## config.mk

```make
export PLATFORM = sky130hd
export DESIGN_NAME = dcwd_decode
export DESIGN_NICKNAME = d
export VERILOG_FILES = /design/src/design/dcwd_decode.v
export VERILOG_INCLUDE_DIRS = /design/src /design/src/design
export SDC_FILE = /design/constraint.sdc
export NUM_CORES = 1
export LEC_CHECK = 0
export ABC_AREA = 1
export BUFFER_PORTS_ARGS = -buffer_cell sky130_fd_sc_hd__buf_2
export CAP_MARGIN = 20
export CORE_MARGIN = 3
export CORE_UTILIZATION = 52
export DETAILED_ROUTE_END_ITERATION = 16
export PLACE_DENSITY = 0.82
export SLEW_MARGIN = 20
export SYNTH_ARGS = -nofsm -noshare
export SYNTH_HDL_FRONTEND = slang
export SYNTH_SLANG_ARGS = --single-unit
```

## constraint.sdc

```tcl
create_clock -name clk -period 1.3 [get_ports clk]
set_input_delay 0.26 -clock clk [delete_from_list [all_inputs] [get_ports clk]]
set_output_delay 0.26 -clock clk [all_outputs]
set_load 0.01 [all_outputs]
```

## src/design/dcwd_regs.vh

```
`ifndef DCWD_REGS_VH
`define DCWD_REGS_VH

// ****************************************************************
// Register map (word addresses on the Avalon-MM port)
// ****************************************************************
`define DCWD_ADDR_W 4
`define DCWD_ADDR_CFG0 4'h0
`define DCWD_ADDR_CFG2 4'h1
`define DCWD_ADDR_STAT 4'h2
`define DCWD_ADDR_RTCFG 4'h3
`define DCWD_ADDR_WPLIM 4'h4

// ****************************************************************
// Field positions in configuration word zero
// ****************************************************************
`define DCWD_PWP_HI 19
`define DCWD_PWP_LO 10
`define DCWD_BOOTWP_BIT 24
`define DCWD_ICE_HI 4
`define DCWD_ICE_LO 3
`define DCWD_JTAG_BIT 2
`define DCWD_DBG_HI 1
`define DCWD_DBG_LO 0

// ****************************************************************
// Field positions in configuration word two
// ****************************************************************
`define DCWD_PLLDIV_HI 2
`define DCWD_PLLDIV_LO 0

// ****************************************************************
// Encodings and constants
// ****************************************************************
`define DCWD_PWP_ALL 10'h000
`define DCWD_PWP_NONE 10'h3ff
`define DCWD_PAGE_SHIFT 10
`define DCWD_ICE_PAIR1 2'h3
`define DCWD_ICE_PAIR2 2'h2
`define DCWD_ICE_PAIR3 2'h1
`define DCWD_DBG_FORCED 2'h3
`define DCWD_PLL_DIV1 3'h0
`define DCWD_PLL_DIV2 3'h1
`define DCWD_PLL_DIV3 3'h2
`define DCWD_PLL_DIV4 3'h3
`define DCWD_PLL_DIV5 3'h4
`define DCWD_PLL_DIV6 3'h5
`define DCWD_PLL_DIV10 3'h6
`define DCWD_PLL_DIV12 3'h7
`define DCWD_LIMIT_W 21
`define DCWD_LIMIT_FULL 21'h1fffff

`endif

```

## src/design/dcwd_decode.v

```verilog
// Summary of operation
// - Bits 19-10 of word zero are complement of protected flash page count.
// - Field 0111111111 protects memory below 0x80000; smaller values move boundary up.
// - Field 1011111111 protects memory below 0x40000.
// - All-zero field protects all possible program memory.
// - Page protection applies only when boot-protect bit 24 is cleared.
// - Bits 4-3 pick debugger pair: 11 one, 10 two, 01 three; 00 reserved.
// - Bit 2 enables boundary scan and initialises the runtime JTAG enable bit.
// - Bits 1-0: 1x disables debugger, 0x enables; forced to 11 under code protect.
// - Word two bits 2-0 select PLL input divide 1,2,3,4,5,6,10,12.
`timescale 1ns/1ps
`include "dcwd_regs.vh"

module dcwd_decode (
  input wire clk,
  input wire rst,
  input wire [31:0] cfg_word_zero,
  input wire [31:0] cfg_word_two,
  input wire code_protect,
  input wire [`DCWD_ADDR_W-1:0] avs_address,
  input wire avs_read,
  input wire avs_write,
  input wire [31:0] avs_writedata,
  input wire [3:0] avs_byteenable,
  output reg [31:0] avs_readdata,
  output reg avs_waitrequest,
  output reg [9:0] flash_write_protect_count,
  output reg flash_protect_active,
  output reg [`DCWD_LIMIT_W-1:0] flash_protect_limit,
  output reg [1:0] debug_channel_select,
  output reg debug_pair_one,
  output reg debug_pair_two,
  output reg debug_pair_three,
  output reg debug_enable,
  output reg boundary_scan_port_enable,
  output reg runtime_jtag_enable,
  output reg [2:0] pll_input_divide_select,
  output reg [3:0] pll_input_divide_ratio
);

  // ****************************************************************
  // Helpers
  // ****************************************************************
  function [3:0] pll_ratio;
    input [2:0] sel;
    begin
      case (sel)
        `DCWD_PLL_DIV1: pll_ratio = 4'h1;
        `DCWD_PLL_DIV2: pll_ratio = 4'h2;
        `DCWD_PLL_DIV3: pll_ratio = 4'h3;
        `DCWD_PLL_DIV4: pll_ratio = 4'h4;
        `DCWD_PLL_DIV5: pll_ratio = 4'h5;
        `DCWD_PLL_DIV6: pll_ratio = 4'h6;
        `DCWD_PLL_DIV10: pll_ratio = 4'ha;
        `DCWD_PLL_DIV12: pll_ratio = 4'hc;
        default: pll_ratio = 4'h1;
      endcase
    end
  endfunction

  // Protected pages = ~field; each page is 1 KB, so limit = ~field << 10, except an all-zero field gives the full 0x1fffff.
  function [`DCWD_LIMIT_W-1:0] wp_limit;
    input [9:0] pwp;
    begin
      if (pwp == `DCWD_PWP_ALL)
        wp_limit = `DCWD_LIMIT_FULL;
      else
        wp_limit = {1'b0, ~pwp, 10'h000};
    end
  endfunction

  // ****************************************************************
  // Pin synchronisers (straps may come from outside the clock domain)
  // ****************************************************************
  reg [31:0] w0_s1_q;
  reg [31:0] w0_s2_q;
  reg [31:0] w2_s1_q;
  reg [31:0] w2_s2_q;
  reg cp_s1_q;
  reg cp_s2_q;

  always @(posedge clk)
  begin
    w0_s1_q <= cfg_word_zero;
    w0_s2_q <= w0_s1_q;
    w2_s1_q <= cfg_word_two;
    w2_s2_q <= w2_s1_q;
    cp_s1_q <= code_protect;
    cp_s2_q <= cp_s1_q;
  end

  // ****************************************************************
  // Capture during reset, hold afterwards
  // ****************************************************************
  // Words are loaded on every edge while rst is high, so a long enough
  // reset (3 edges) gives synchronised values; after release nothing changes.
  reg [31:0] w0_q;
  reg [31:0] w2_q;
  reg cp_q;

  always @(posedge clk)
  begin
    if (rst)
    begin
      w0_q <= w0_s2_q;
      w2_q <= w2_s2_q;
      cp_q <= cp_s2_q;
    end
  end

  wire [9:0] pwp_w = w0_q[`DCWD_PWP_HI:`DCWD_PWP_LO];
  wire boot_prot_w = ~w0_q[`DCWD_BOOTWP_BIT];
  wire [1:0] ice_w = w0_q[`DCWD_ICE_HI:`DCWD_ICE_LO];
  wire [1:0] dbg_w = cp_q ? `DCWD_DBG_FORCED : w0_q[`DCWD_DBG_HI:`DCWD_DBG_LO];
  wire [2:0] pll_w = w2_q[`DCWD_PLLDIV_HI:`DCWD_PLLDIV_LO];
  wire wp_on_w = boot_prot_w && (pwp_w != `DCWD_PWP_NONE);

  // ****************************************************************
  // Decoded control outputs
  // ****************************************************************
  always @(posedge clk)
  begin
    if (rst)
    begin
      flash_write_protect_count <= 10'h000;
      flash_protect_active <= 1'b0;
      flash_protect_limit <= {`DCWD_LIMIT_W{1'b0}};
      debug_channel_select <= 2'h0;
      debug_pair_one <= 1'b0;
      debug_pair_two <= 1'b0;
      debug_pair_three <= 1'b0;
      debug_enable <= 1'b0;
      boundary_scan_port_enable <= 1'b0;
      pll_input_divide_select <= 3'h0;
      pll_input_divide_ratio <= 4'h1;
    end
    else
    begin
      flash_write_protect_count <= pwp_w;
      flash_protect_active <= wp_on_w;
      flash_protect_limit <= wp_on_w ? wp_limit(pwp_w) : {`DCWD_LIMIT_W{1'b0}};
      debug_channel_select <= ice_w;
      debug_pair_one <= (ice_w == `DCWD_ICE_PAIR1);
      debug_pair_two <= (ice_w == `DCWD_ICE_PAIR2);
      debug_pair_three <= (ice_w == `DCWD_ICE_PAIR3);
      debug_enable <= ~dbg_w[1];
      boundary_scan_port_enable <= w0_q[`DCWD_JTAG_BIT];
      pll_input_divide_select <= pll_w;
      pll_input_divide_ratio <= pll_ratio(pll_w);
    end
  end

  // ****************************************************************
  // Runtime configuration control: JTAG enable bit
  // ****************************************************************
  // Software may turn the port off or back on; reset reloads the strap.
  wire wr_rtcfg_w = avs_write && !avs_waitrequest &&
    (avs_address == `DCWD_ADDR_RTCFG) && avs_byteenable[0];

  always @(posedge clk)
  begin
    if (rst)
      runtime_jtag_enable <= w0_q[`DCWD_JTAG_BIT];
    else if (wr_rtcfg_w)
      runtime_jtag_enable <= avs_writedata[`DCWD_JTAG_BIT];
  end

  // ****************************************************************
  // Avalon-MM slave: waitrequest alternates while a request is held, answer after a high cycle
  // ****************************************************************
  reg [31:0] rd_d;

  always @*
  begin
    rd_d = 32'h00000000;
    case (avs_address)
      `DCWD_ADDR_CFG0: rd_d = w0_q;
      `DCWD_ADDR_CFG2: rd_d = w2_q;
      `DCWD_ADDR_STAT: rd_d = {22'h0, flash_write_protect_count};
      `DCWD_ADDR_RTCFG: rd_d = {29'h0, runtime_jtag_enable, 2'h0};
      `DCWD_ADDR_WPLIM: rd_d = {11'h0, flash_protect_limit};
      default: rd_d = 32'h00000000;
    endcase
  end

  always @(posedge clk)
  begin
    if (rst)
    begin
      avs_waitrequest <= 1'b1;
      avs_readdata <= 32'h00000000;
    end
    else
    begin
      // Low for one cycle after each high cycle with a request pending; with no request it stays high
      avs_waitrequest <= !((avs_read || avs_write) && avs_waitrequest);
      if (avs_read && avs_waitrequest)
        avs_readdata <= rd_d;
    end
  end

endmodule // dcwd_decode

```

Yosys cells after proc, flatten, opt, wreduce, memory -nomap -nowiden
Memories as Yosys holds them, arrays and structs flattened. A register that Yosys moved wholly into a read port is not among the register bits.
Cells that the tools add are included.
- ROM bits: 32
- bits in writable memories: 0
- latch bits: 0
- register bits after elaboration: 271
- memories: 1
- output and inout port bits: 80
- word-level logic and storage cells: 53
- bitwise logic cells: 4
- magnitude comparators: 0
- equal/unequal tests: 8
- mux-type cells: 5
- div/mod/pow operators: 0
- add/sub/neg operators: 0
- reductions and logical operators: 13
- shift-type cells: 0
- multiply operators: 0
- memories (memory ; words ; width ; read ports ; clocked after Yosys merged registers in ; write ports ; line ; text):
    (name not given) ; 8 ; 4 ; 1 ; 1 ; 0 ; dcwd_decode.v:47 ; case (sel)
- operator list (cell ; count):
    32-bit case mux with 5 select lines ; 1
    21-bit two-way mux ; 1
    10-bit logical NOT ; 1
    10-bit inequality test, second input constant ; 1
    10-bit NOT ; 1
    4-bit by 2-bit equality test with 1-bit output, second input constant ; 2
    1-bit logical AND ; 6
    2-bit equality test, second input constant ; 2
    4-bit by 1-bit equality test with 1-bit output, second input constant ; 1
    4-bit by 3-bit equality test with 1-bit output, second input constant ; 1
    4-bit logical NOT ; 1
    1-bit NOT ; 3
    2-bit by 1-bit equality test with 1-bit output, second input constant ; 1
    1-bit logical NOT ; 2
    1-bit two-way mux ; 2
    2-bit two-way mux ; 1
    2-bit nonzero test ; 1
    2-bit OR reduction ; 1
    1-bit logical OR ; 1

Longest topological paths before layout
Gate-level depths: netlist (run 1).
- depth after elaboration: 6
- depth in mapped cells: 8

Worst setup path before layout (run 1)
OpenSTA, ideal clock, no wires.
- kind: flip-flop to flip-flop
- from: register avs_waitrequest
- to: register avs_readdata[15]
- stages on the path, launching flop included: 6
- required time: 1.228 ns
- buffers on the path: 1
- clock period less this slack: 1.174 ns
- setup time: 0.072 ns
- data arrival time: 1.102 ns
- setup slack: 0.126 ns
- path through: dfxtp_1 -> nand2_1 -> inv_1 -> buf_1 -> nand2_1 -> a21oi_1
- cells in the longest elaborated chain, start to end: 1
- ends and longest elaborated chain (item ; line ; text):
    start, declared ; dcwd_decode.v:26 ; output reg avs_waitrequest,
    start signal, assigned ; dcwd_decode.v:196 ; avs_waitrequest <= !((avs_read || avs_write) && avs_waitrequest);
    1-bit logical AND ; dcwd_decode.v:197 ; if (avs_read && avs_waitrequest)
    end signal, assigned ; dcwd_decode.v:198 ; avs_readdata <= rd_d;
    end, declared ; dcwd_decode.v:25 ; output reg [31:0] avs_readdata,
No other way between the ends.
A chain may end at the register's enable or synchronous reset.

==> summary.txt, run 1 <==
Outcome
  • Status: finished, violations left
  • Failing checks: negative setup slack

Logic synthesis
  • Top cell type's share of synthesized area: a little over half
  • Post-Syn Nets: 710
  • Sequential area share after synthesis: between 70% and 80%
  • Yosys reg bits: 265
  • Netlist cell types: 28
  • Cells after Synth: 600
  • Largest family of logic cells by synthesized area: simple AND/OR/NAND/NOR gates
  • Post-synthesis mux area share: 0%
  • Mapped Area: roughly 7600 sq um
  • Synth top area cells: dfxtp_1 53%, edfxtp_1 26%, nand2_1 6.1%
  • XOR/XNOR Fraction of Synth Area: 0%
  • Synth Area per Inst: 12.6 sq um
  • Synth area leader: dfxtp_1
  • Synth Warn #: 0
  • Simple-Gate Fraction of Synth Area: 13.5%
  • Adder-cell share of the synthesized area: less than 1%
  • Synth Area in Compound Gates: 3.38%

Floorplan
  • Die X: 127 um
  • Die Y: about 130 um
  • Starting Density: 53.8%
  • Die area: between 15000 and 20000 sq um
  • CORE AREA: 14000 sq um
  • Cell Rows: 43
  • IO Pins: approximately 190

Setup path
  • Worst r2r src: w0_q[18]
  • Reg-to-Reg End: flash_protect_limit[15]
  • CP max FO: 11
  • Crit start category: flip-flop
  • Setup CP Type: reg -> out
  • CP Capture Type: output pin
  • R2r setup slk: 40 ps
  • Critical path required time: 1040 ps
  • R2R cell count: 6
  • CP arrival: 1140 ps
  • Crit path from: flash_protect_limit[9]

Clock network
  • Total CTS buffers: 25
  • Clock latency on the worst-skew pair: about 530 ps
  • CTS tree: built
  • Root Driver: clkbuf_16
  • Clock net sink count: around 270
  • CTS max path bufs: 3
  • Clock Pin Slew Worst Setup and Hold Paths: around 70 ps
  • CTS H-tree depth: 1

Worst hold path
  • Worst Hold Launch: avs_writedata[2]
  • Hold endpoint: runtime_jtag_enable
  • Hold Path Class: in -> reg
  • Cell depth of the worst hold path: 3

Place
  • RePlAce Congestion: 0.855
  • Dpl cells: 934
  • PortBufs: ~150
  • Dpl hpwl: ~10000 um

Power and ir drop
  • Leak pwr: 4.49 nW
  • Peak supply drop: 1.66 mV
  • Pwr dens: 1660 nW/um^2

GRT
  • First-pass GRT wire length: between 20000 and 30000 um
  • Largest net degree at the start of global routing: 42
  • All-Layer GR Usage: 20.7%
  • Global route overflow: 0
  • Vias in the first global route: 5080
  • Antenna violations before repair: 1

Cells and area
  • Fin util: 73.5%
  • Final nets: 960
  • Non-filler cells, final: 1050
  • Layout area overhead: 36.7%
  • Fill count: between 800 and 900
  • Layout cell share with drive strength beyond 1: 31.4%

Timing
  • Final min period: 1400 ps
  • Max Fclk: 0.714 GHz
  • Final Hold Fails: 0
  • Endpoints failing setup: 12
  • Tightest Pin Transition: 339 ps
  • Slew Viols, Final: 0
  • Post-route setup slack: -101 ps
  • Tcrit/Tclk final: 108%
  • Unrepaired setup endpoints after global routing: yes
  • Worst Skew: 28.0 ps
  • Rel. slew slack: just under 80%

Drt
  • DRC violations left: 0
  • Pre-Repair DR Iteration Count: 5
  • Vias/cell: 4.89
  • DR vias: approximately 5100
  • Antenna Nets Post-Route: 0
  • Initial DRC count: 375
  • DRT Wirelength: 16800 um
  • WL/cell: around 16 um

Job
  • Maximum capacitance violations: 0
## Yosys cell counts
| master | count |
|---|---|
| buf_6 | 1 |
| nand4_1 | 12 |
| nand2_1 | 123 |
| clkinv_2 | 1 |
| buf_2 | 9 |
| inv_2 | 2 |
| nor3_1 | 5 |
| buf_1 | 2 |
| nor2_1 | 32 |
| nor3_4 | 1 |
| buf_4 | 11 |
| o21ai_0 | 2 |
| nand3_1 | 51 |
| nand2_2 | 1 |
| ha_1 | 1 |
| a21oi_2 | 11 |
| nand3_2 | 1 |
| dfxtp_1 | 199 |
| edfxtp_1 | 66 |
| o41ai_1 | 1 |
| nor2_2 | 4 |
| nand3b_1 | 1 |
| a21oi_1 | 22 |
| nor4_1 | 3 |
| clkbuf_1 | 9 |
| o211ai_1 | 4 |
| clkbuf_8 | 1 |
| inv_1 | 24 |
## repair_timing
action | 4_1_cts | 5_1_grt
hold buffers | 67 | 0
resized for setup | 17 | 23
setup endpoints to repair | 25 | 41
hold endpoints to repair | 66 | 0
buffers inserted | 1 | 1
## power by group
| group | switching (W) | leakage, nW | internal, W |
|---|---|---|---|
| clock | 0.00303 | 0.407 | 0.00420 |
| combinational | 0.000444 | 1.77 | 0.000432 |
| sequential | 0.000141 | 2.32 | 0.00887 |
## cell type report
cell class,instances,area [sq um],share of cell area (%)
tap,180,225,2.18
clock inverter,14,143,1.38
antenna,1,2.50,0.0242
multi-input combinational,275,1300,12.6
clock buffer,32,692,6.70
sequential,265,5990,58.1
inverter,27,103,0.994
timing repair buffer,256,1860,18.1
## stage by stage
step / setup slack (ps) / instance area [sq um] / setup TNS [ps] / total power [W] / hold WS (ps)
after floorplan: 126 / 7550 / 0 / 0.00941 / 288
after global placement: -77.6 / 8700 / -1110 / 0.00983 / 310
after detailed placement: -162 / 8700 / -2300 / 0.00987 / 312
after CTS: -123 / 10300 / -1370 / 0.0172 / 45.6
after global routing: -148 / 10300 / -1630 / 0.0177 / 52.5
final: -101 / 10300 / -1110 / 0.0171 / 64.8
## state kept, by name, indices dropped and copies added (netlist names), 2 cells and up
name                       flops
w0_s2_q                       32
w0_q                          32
pll_input_divide_ratio         4
flash_write_protect_count     10
w2_s1_q                       32
avs_readdata                  32
debug_channel_select           2
flash_protect_limit           11
w2_s2_q                       32
w2_q                          32
pll_input_divide_select        3
w0_s1_q                       32
## layout by cell type (no fill, tap or decap), types with 3 or more instances in the layout
cell           synthesis  layout
dfxtp_1              199     177
buf_2                  9     139
nand2_1              123     122
dlygate4sd3_1          0      67
edfxtp_1              66      66
nand3_1               51      51
buf_4                 11      36
nor2_1                32      32
clkbuf_16              0      25
inv_1                 24      24
a21oi_1               22      22
dfxtp_2                0      22
nand4_1               12      12
a21oi_2               11      11
buf_12                 0       8
buf_6                  1       6
nor3_1                 5       5
nor2_2                 4       4
clkinv_2               1       4
o211ai_1               4       4
clkinv_1               0       4
clkbuf_8               1       4
clkbuf_1               9       3
## worst max-delay path by stage
stage | end | cells after the start
5_1_grt | flash_protect_limit[5] | 2
6_report | flash_protect_limit[5] | 2
4_1_cts | flash_protect_limit[20] | 2
3_3_place_gp | avs_readdata[31] | 8
3_5_place_dp | avs_readdata[27] | 8
2_1_floorplan | avs_readdata[15] | 5
## metal layers
layer | global-route usage (%) | part of all wire, % | vias up | wire length, um
met3 | 5.01 | 6.7 | 56 | 1130
li1 | - | - | 2477 | -
met4 | 9.97 | 5.3 | 0 | 897
met5 | 0 | 0 | - | 0
met2 | 35.9 | 50 | 198 | 8470
met1 | 24.3 | 38 | 2407 | 6310
## cell families after synthesis
kind of cell,after synthesis
AOI/OAI and AO/OA,40
DFF,265
adders and majority gates,1
and+or+nand+nor,234
buffers and inverters,60
## worst max-delay path: stages (launching register included)
cell and delay, ps:
dfxtp_2 350, buf_6 130, buf_2 130
No activity file was read; power rests on OpenSTA's default activity.
==> run 2: changes to the inputs <==
--- a/config.mk
+++ b/config.mk
@@ -7,12 +7,12 @@
 export NUM_CORES = 1
 export LEC_CHECK = 0
 export ABC_AREA = 1
-export BUFFER_PORTS_ARGS = -buffer_cell sky130_fd_sc_hd__buf_2
 export CAP_MARGIN = 20
 export CORE_MARGIN = 3
-export CORE_UTILIZATION = 52
+export CORE_UTILIZATION = 60
 export DETAILED_ROUTE_END_ITERATION = 16
-export PLACE_DENSITY = 0.82
+export DONT_BUFFER_PORTS = 1
+export PLACE_DENSITY = 0.8
 export SLEW_MARGIN = 20
 export SYNTH_ARGS = -nofsm -noshare
 export SYNTH_HDL_FRONTEND = slang
==> run 2 against run 1 <==
The flow finishes with violations (negative hold slack, negative setup slack). Total power shrank 3.3%. Clock power shrank 4.0%. Non-clock buffer count shrank 152. Clock skew shrank 14 ps. Critical path depth shrank 1. Die area shrank 13%.
==> summary.txt, run 2 (synthesis results as in run 1) <==
Timing
  • Slew Viols, Final: 0 (unchanged)
  • Final min period: 1310 ps (was 1400 ps)
  • WHS: -146 ps (was 64.8 ps)
  • Rel. slew slack: 70.6% (was 77.1%)
  • Tcrit/Tclk final: 101% (was 108%)
  • Post-route setup TNS: -76.1 ps (was -1110 ps)
  • Max Fclk: 0.765 GHz (was 0.714 GHz)
  • Tightest Pin Transition: 441 ps (was 339 ps)
  • Post-route setup slack: -7.34 ps (was -101 ps)
  • Unrepaired setup endpoints after global routing: yes (unchanged)
  • Worst Skew: 13.8 ps (was 28.0 ps)
  • Endpoints failing setup: 12 (unchanged)
  • Final Hold Fails: 103 (was 0)

Floorplan
  • Die X: 118 um (was 127 um)
  • Starting Density: 62.1% (was 53.8%)
  • Cell Rows: 40 (was 43)
  • IO Pins: 189 (unchanged)
  • Die area: 14000 sq um (was 16000 sq um)
  • Die Y: 118 um (was 127 um)
  • CORE AREA: 12200 sq um (was 14000 sq um)

Clock network
  • CTS H-tree depth: 1 (unchanged)
  • Clock net sink count: 265 (unchanged)
  • CTS tree: built (unchanged)
  • Total CTS buffers: 24 (was 25)
  • Clock latency on the worst-skew pair: 500 ps (was 530 ps)
  • Clock Pin Slew Worst Setup and Hold Paths: 70 ps (about the same)
  • Root Driver: clkbuf_16 (unchanged)
  • CTS max path bufs: 3 (unchanged)

Power and ir drop
  • Clock power share: 41.9% (was 42.3%)
  • Peak supply drop: 1.71 mV (was 1.66 mV)
  • Sequential share of power: 54.8% (was 52.6%)
  • Switching share of power: 20.2% (was 21.1%)
  • Pwr dens: 1750 nW/um^2 (was 1660 nW/um^2)
  • Psw: 0.00334 W (was 0.00362 W)
  • Leak pwr: 3.77 nW (was 4.49 nW)
  • P_int: 0.0132 W (was 0.0135 W)
  • Gate power share: 3.3% (was 5.1%)

GRT
  • Vias in the first global route: 4709 (was 5080)
  • First-pass GRT wire length: 25600 um (was 26400 um)
  • All-Layer GR Usage: 23.2% (was 20.7%)
  • Largest net degree at the start of global routing: 120 (was 42)
  • Global route overflow: 0 (unchanged)
  • Antenna violations before repair: 0 (was 1)

Cells and area
  • Fill count: 710 (was 874)
  • Storage cell area: 5970 sq um (was 5990 sq um)
  • Layout cell share with drive strength beyond 1: 13.4% (was 31.4%)
  • Multi-input logic area: 1310 sq um (was 1300 sq um)
  • Commonest non-fill, non-tap cell in the layout: dfxtp_1 (unchanged)
  • Layout area overhead: 25.1% (was 36.7%)
  • Fin util: 77.6% (was 73.5%)
  • Final nets: 807 (was 960)
  • Antenna diode count: 0 (was 1)
  • Most frequent cells in the layout: 198 x dfxtp_1, 122 x nand2_1, 82 x dlygate4sd3_1 (was 177 x dfxtp_1, 139 x buf_2, 122 x nand2_1)

Place
  • PortBufs: 0 (was 154)
  • Setup WS pre-CTS: 65.8 ps (was -162 ps)
  • RePlAce Congestion: 0.896 (was 0.855)
  • Dpl hpwl: 9130 um (was 10400 um)

Drt
  • Vias/cell: 5.19 (was 4.89)
  • WL/cell: 18.3 um (was 16.0 um)
  • Initial DRC count: 483 (was 375)
  • DRT Wirelength: 16200 um (was 16800 um)
  • DR vias: 4587 (was 5138)
  • DRC violations left: 0 (unchanged)
  • Pre-Repair DR Iteration Count: 7 (was 5)
  • Antenna Nets Post-Route: 0 (unchanged)

Setup path
  • Reg-to-Reg End: flash_protect_limit[9] (was flash_protect_limit[15])
  • Critical path required time: 1040 ps (about the same)
  • Worst-path cell chain: buf_12 (was buf_6 -> buf_2)
  • Worst r2r src: w0_q[13] (was w0_q[18])
  • Top delay family on crit path: flip-flops (unchanged)
  • CP Capture Type: output pin (unchanged)
  • Slowest library cell on the worst path: dfxtp_4 (was dfxtp_2)
  • CP arrival: 1050 ps (was 1140 ps)
  • Levels on crit path: 1 (was 2)
  • Setup CP Type: reg -> out (unchanged)
  • Crit path from: flash_protect_limit[9] (unchanged)
  • CP max FO: 11 (unchanged)
  • R2r setup slk: 0 ps (was 40 ps)
  • Crit path buffers/inverters: 1 (was 2)
  • R2R cell count: 3 (was 6)
  • Max incr delay on CP: 360 ps (was 350 ps)
  • Crit start category: flip-flop (unchanged)
  • CP Capture Point: flash_protect_limit[7] (was flash_protect_limit[5])

Outcome
  • Status: finished, violations left (unchanged)
  • Failing checks: negative hold slack, negative setup slack (was negative setup slack)

Job
  • Maximum capacitance violations: 0 (unchanged)

Worst hold path
  • Hold Path Class: in -> reg (unchanged)
## run 2: power groups by stage
stage                     clock network (W)  logic (W)  registers [W]
after floorplan                           0   0.000238        0.00918
after global placement                    0   0.000300        0.00923
after detailed placement                  0   0.000308        0.00925
after CTS                           0.00699   0.000508        0.00907
after global routing                0.00740   0.000590        0.00911
final                               0.00694   0.000541        0.00908
## run 2: stage by stage
step                instance area, sq um  total power (W)  std cells
floorplan                           7550          0.00941        600
global placement                    7720          0.00953        751
detailed placement                  7720          0.00956        751
CTS                                 9390           0.0166        879
global route                        9440           0.0171        883
finish                              9440           0.0166        883
## run 2: how the worst min path moves through the flow
stage | startpoint | end | slack, ps | cells after the start
floorplan | code_protect | cp_s1_q | 290 | 0
global placement | cfg_word_zero[13] | w0_s1_q[13] | 290 | 0
detailed placement | cfg_word_zero[26] | w0_s1_q[26] | 290 | 0
CTS | rst | avs_readdata[25] | -190 | 1
global route | rst | avs_readdata[25] | -200 | 1
finish | rst | avs_readdata[2] | -150 | 1
## run 2: timing repair
action / in CTS / in global routing
endpoints found under the setup margin: 11 / 36
pin swaps: 0 / 1
setup buffers: 0 / 6
hold buffers: 84 / 1
endpoints found under the hold margin: 186 / 104
cloned: 0 / 0
resized for setup: 5 / 15
## run 2: cell type report
| class | count | area share [%] |
|---|---|---|
| well taps | 168 | 2.23 |
| flip-flops and latches | 265 | 63.2 |
| repair buffers | 104 | 11.0 |
| clock inverters | 6 | 0.437 |
| inverters | 27 | 1.09 |
| clock buffers | 38 | 8.12 |
| multi-input cells | 275 | 13.9 |
## run 2: per-layer routing
layer  routed length [um]  track usage, %  share of wire, %  up-vias
li1                     -               -                 -     2173
met1                 5930            26.0                37     2184
met2                 8590            42.6                53      191
met3                 1120            5.84               7.0       39
met4                  527            8.28               3.3        0
met5                    0               0                 0        -
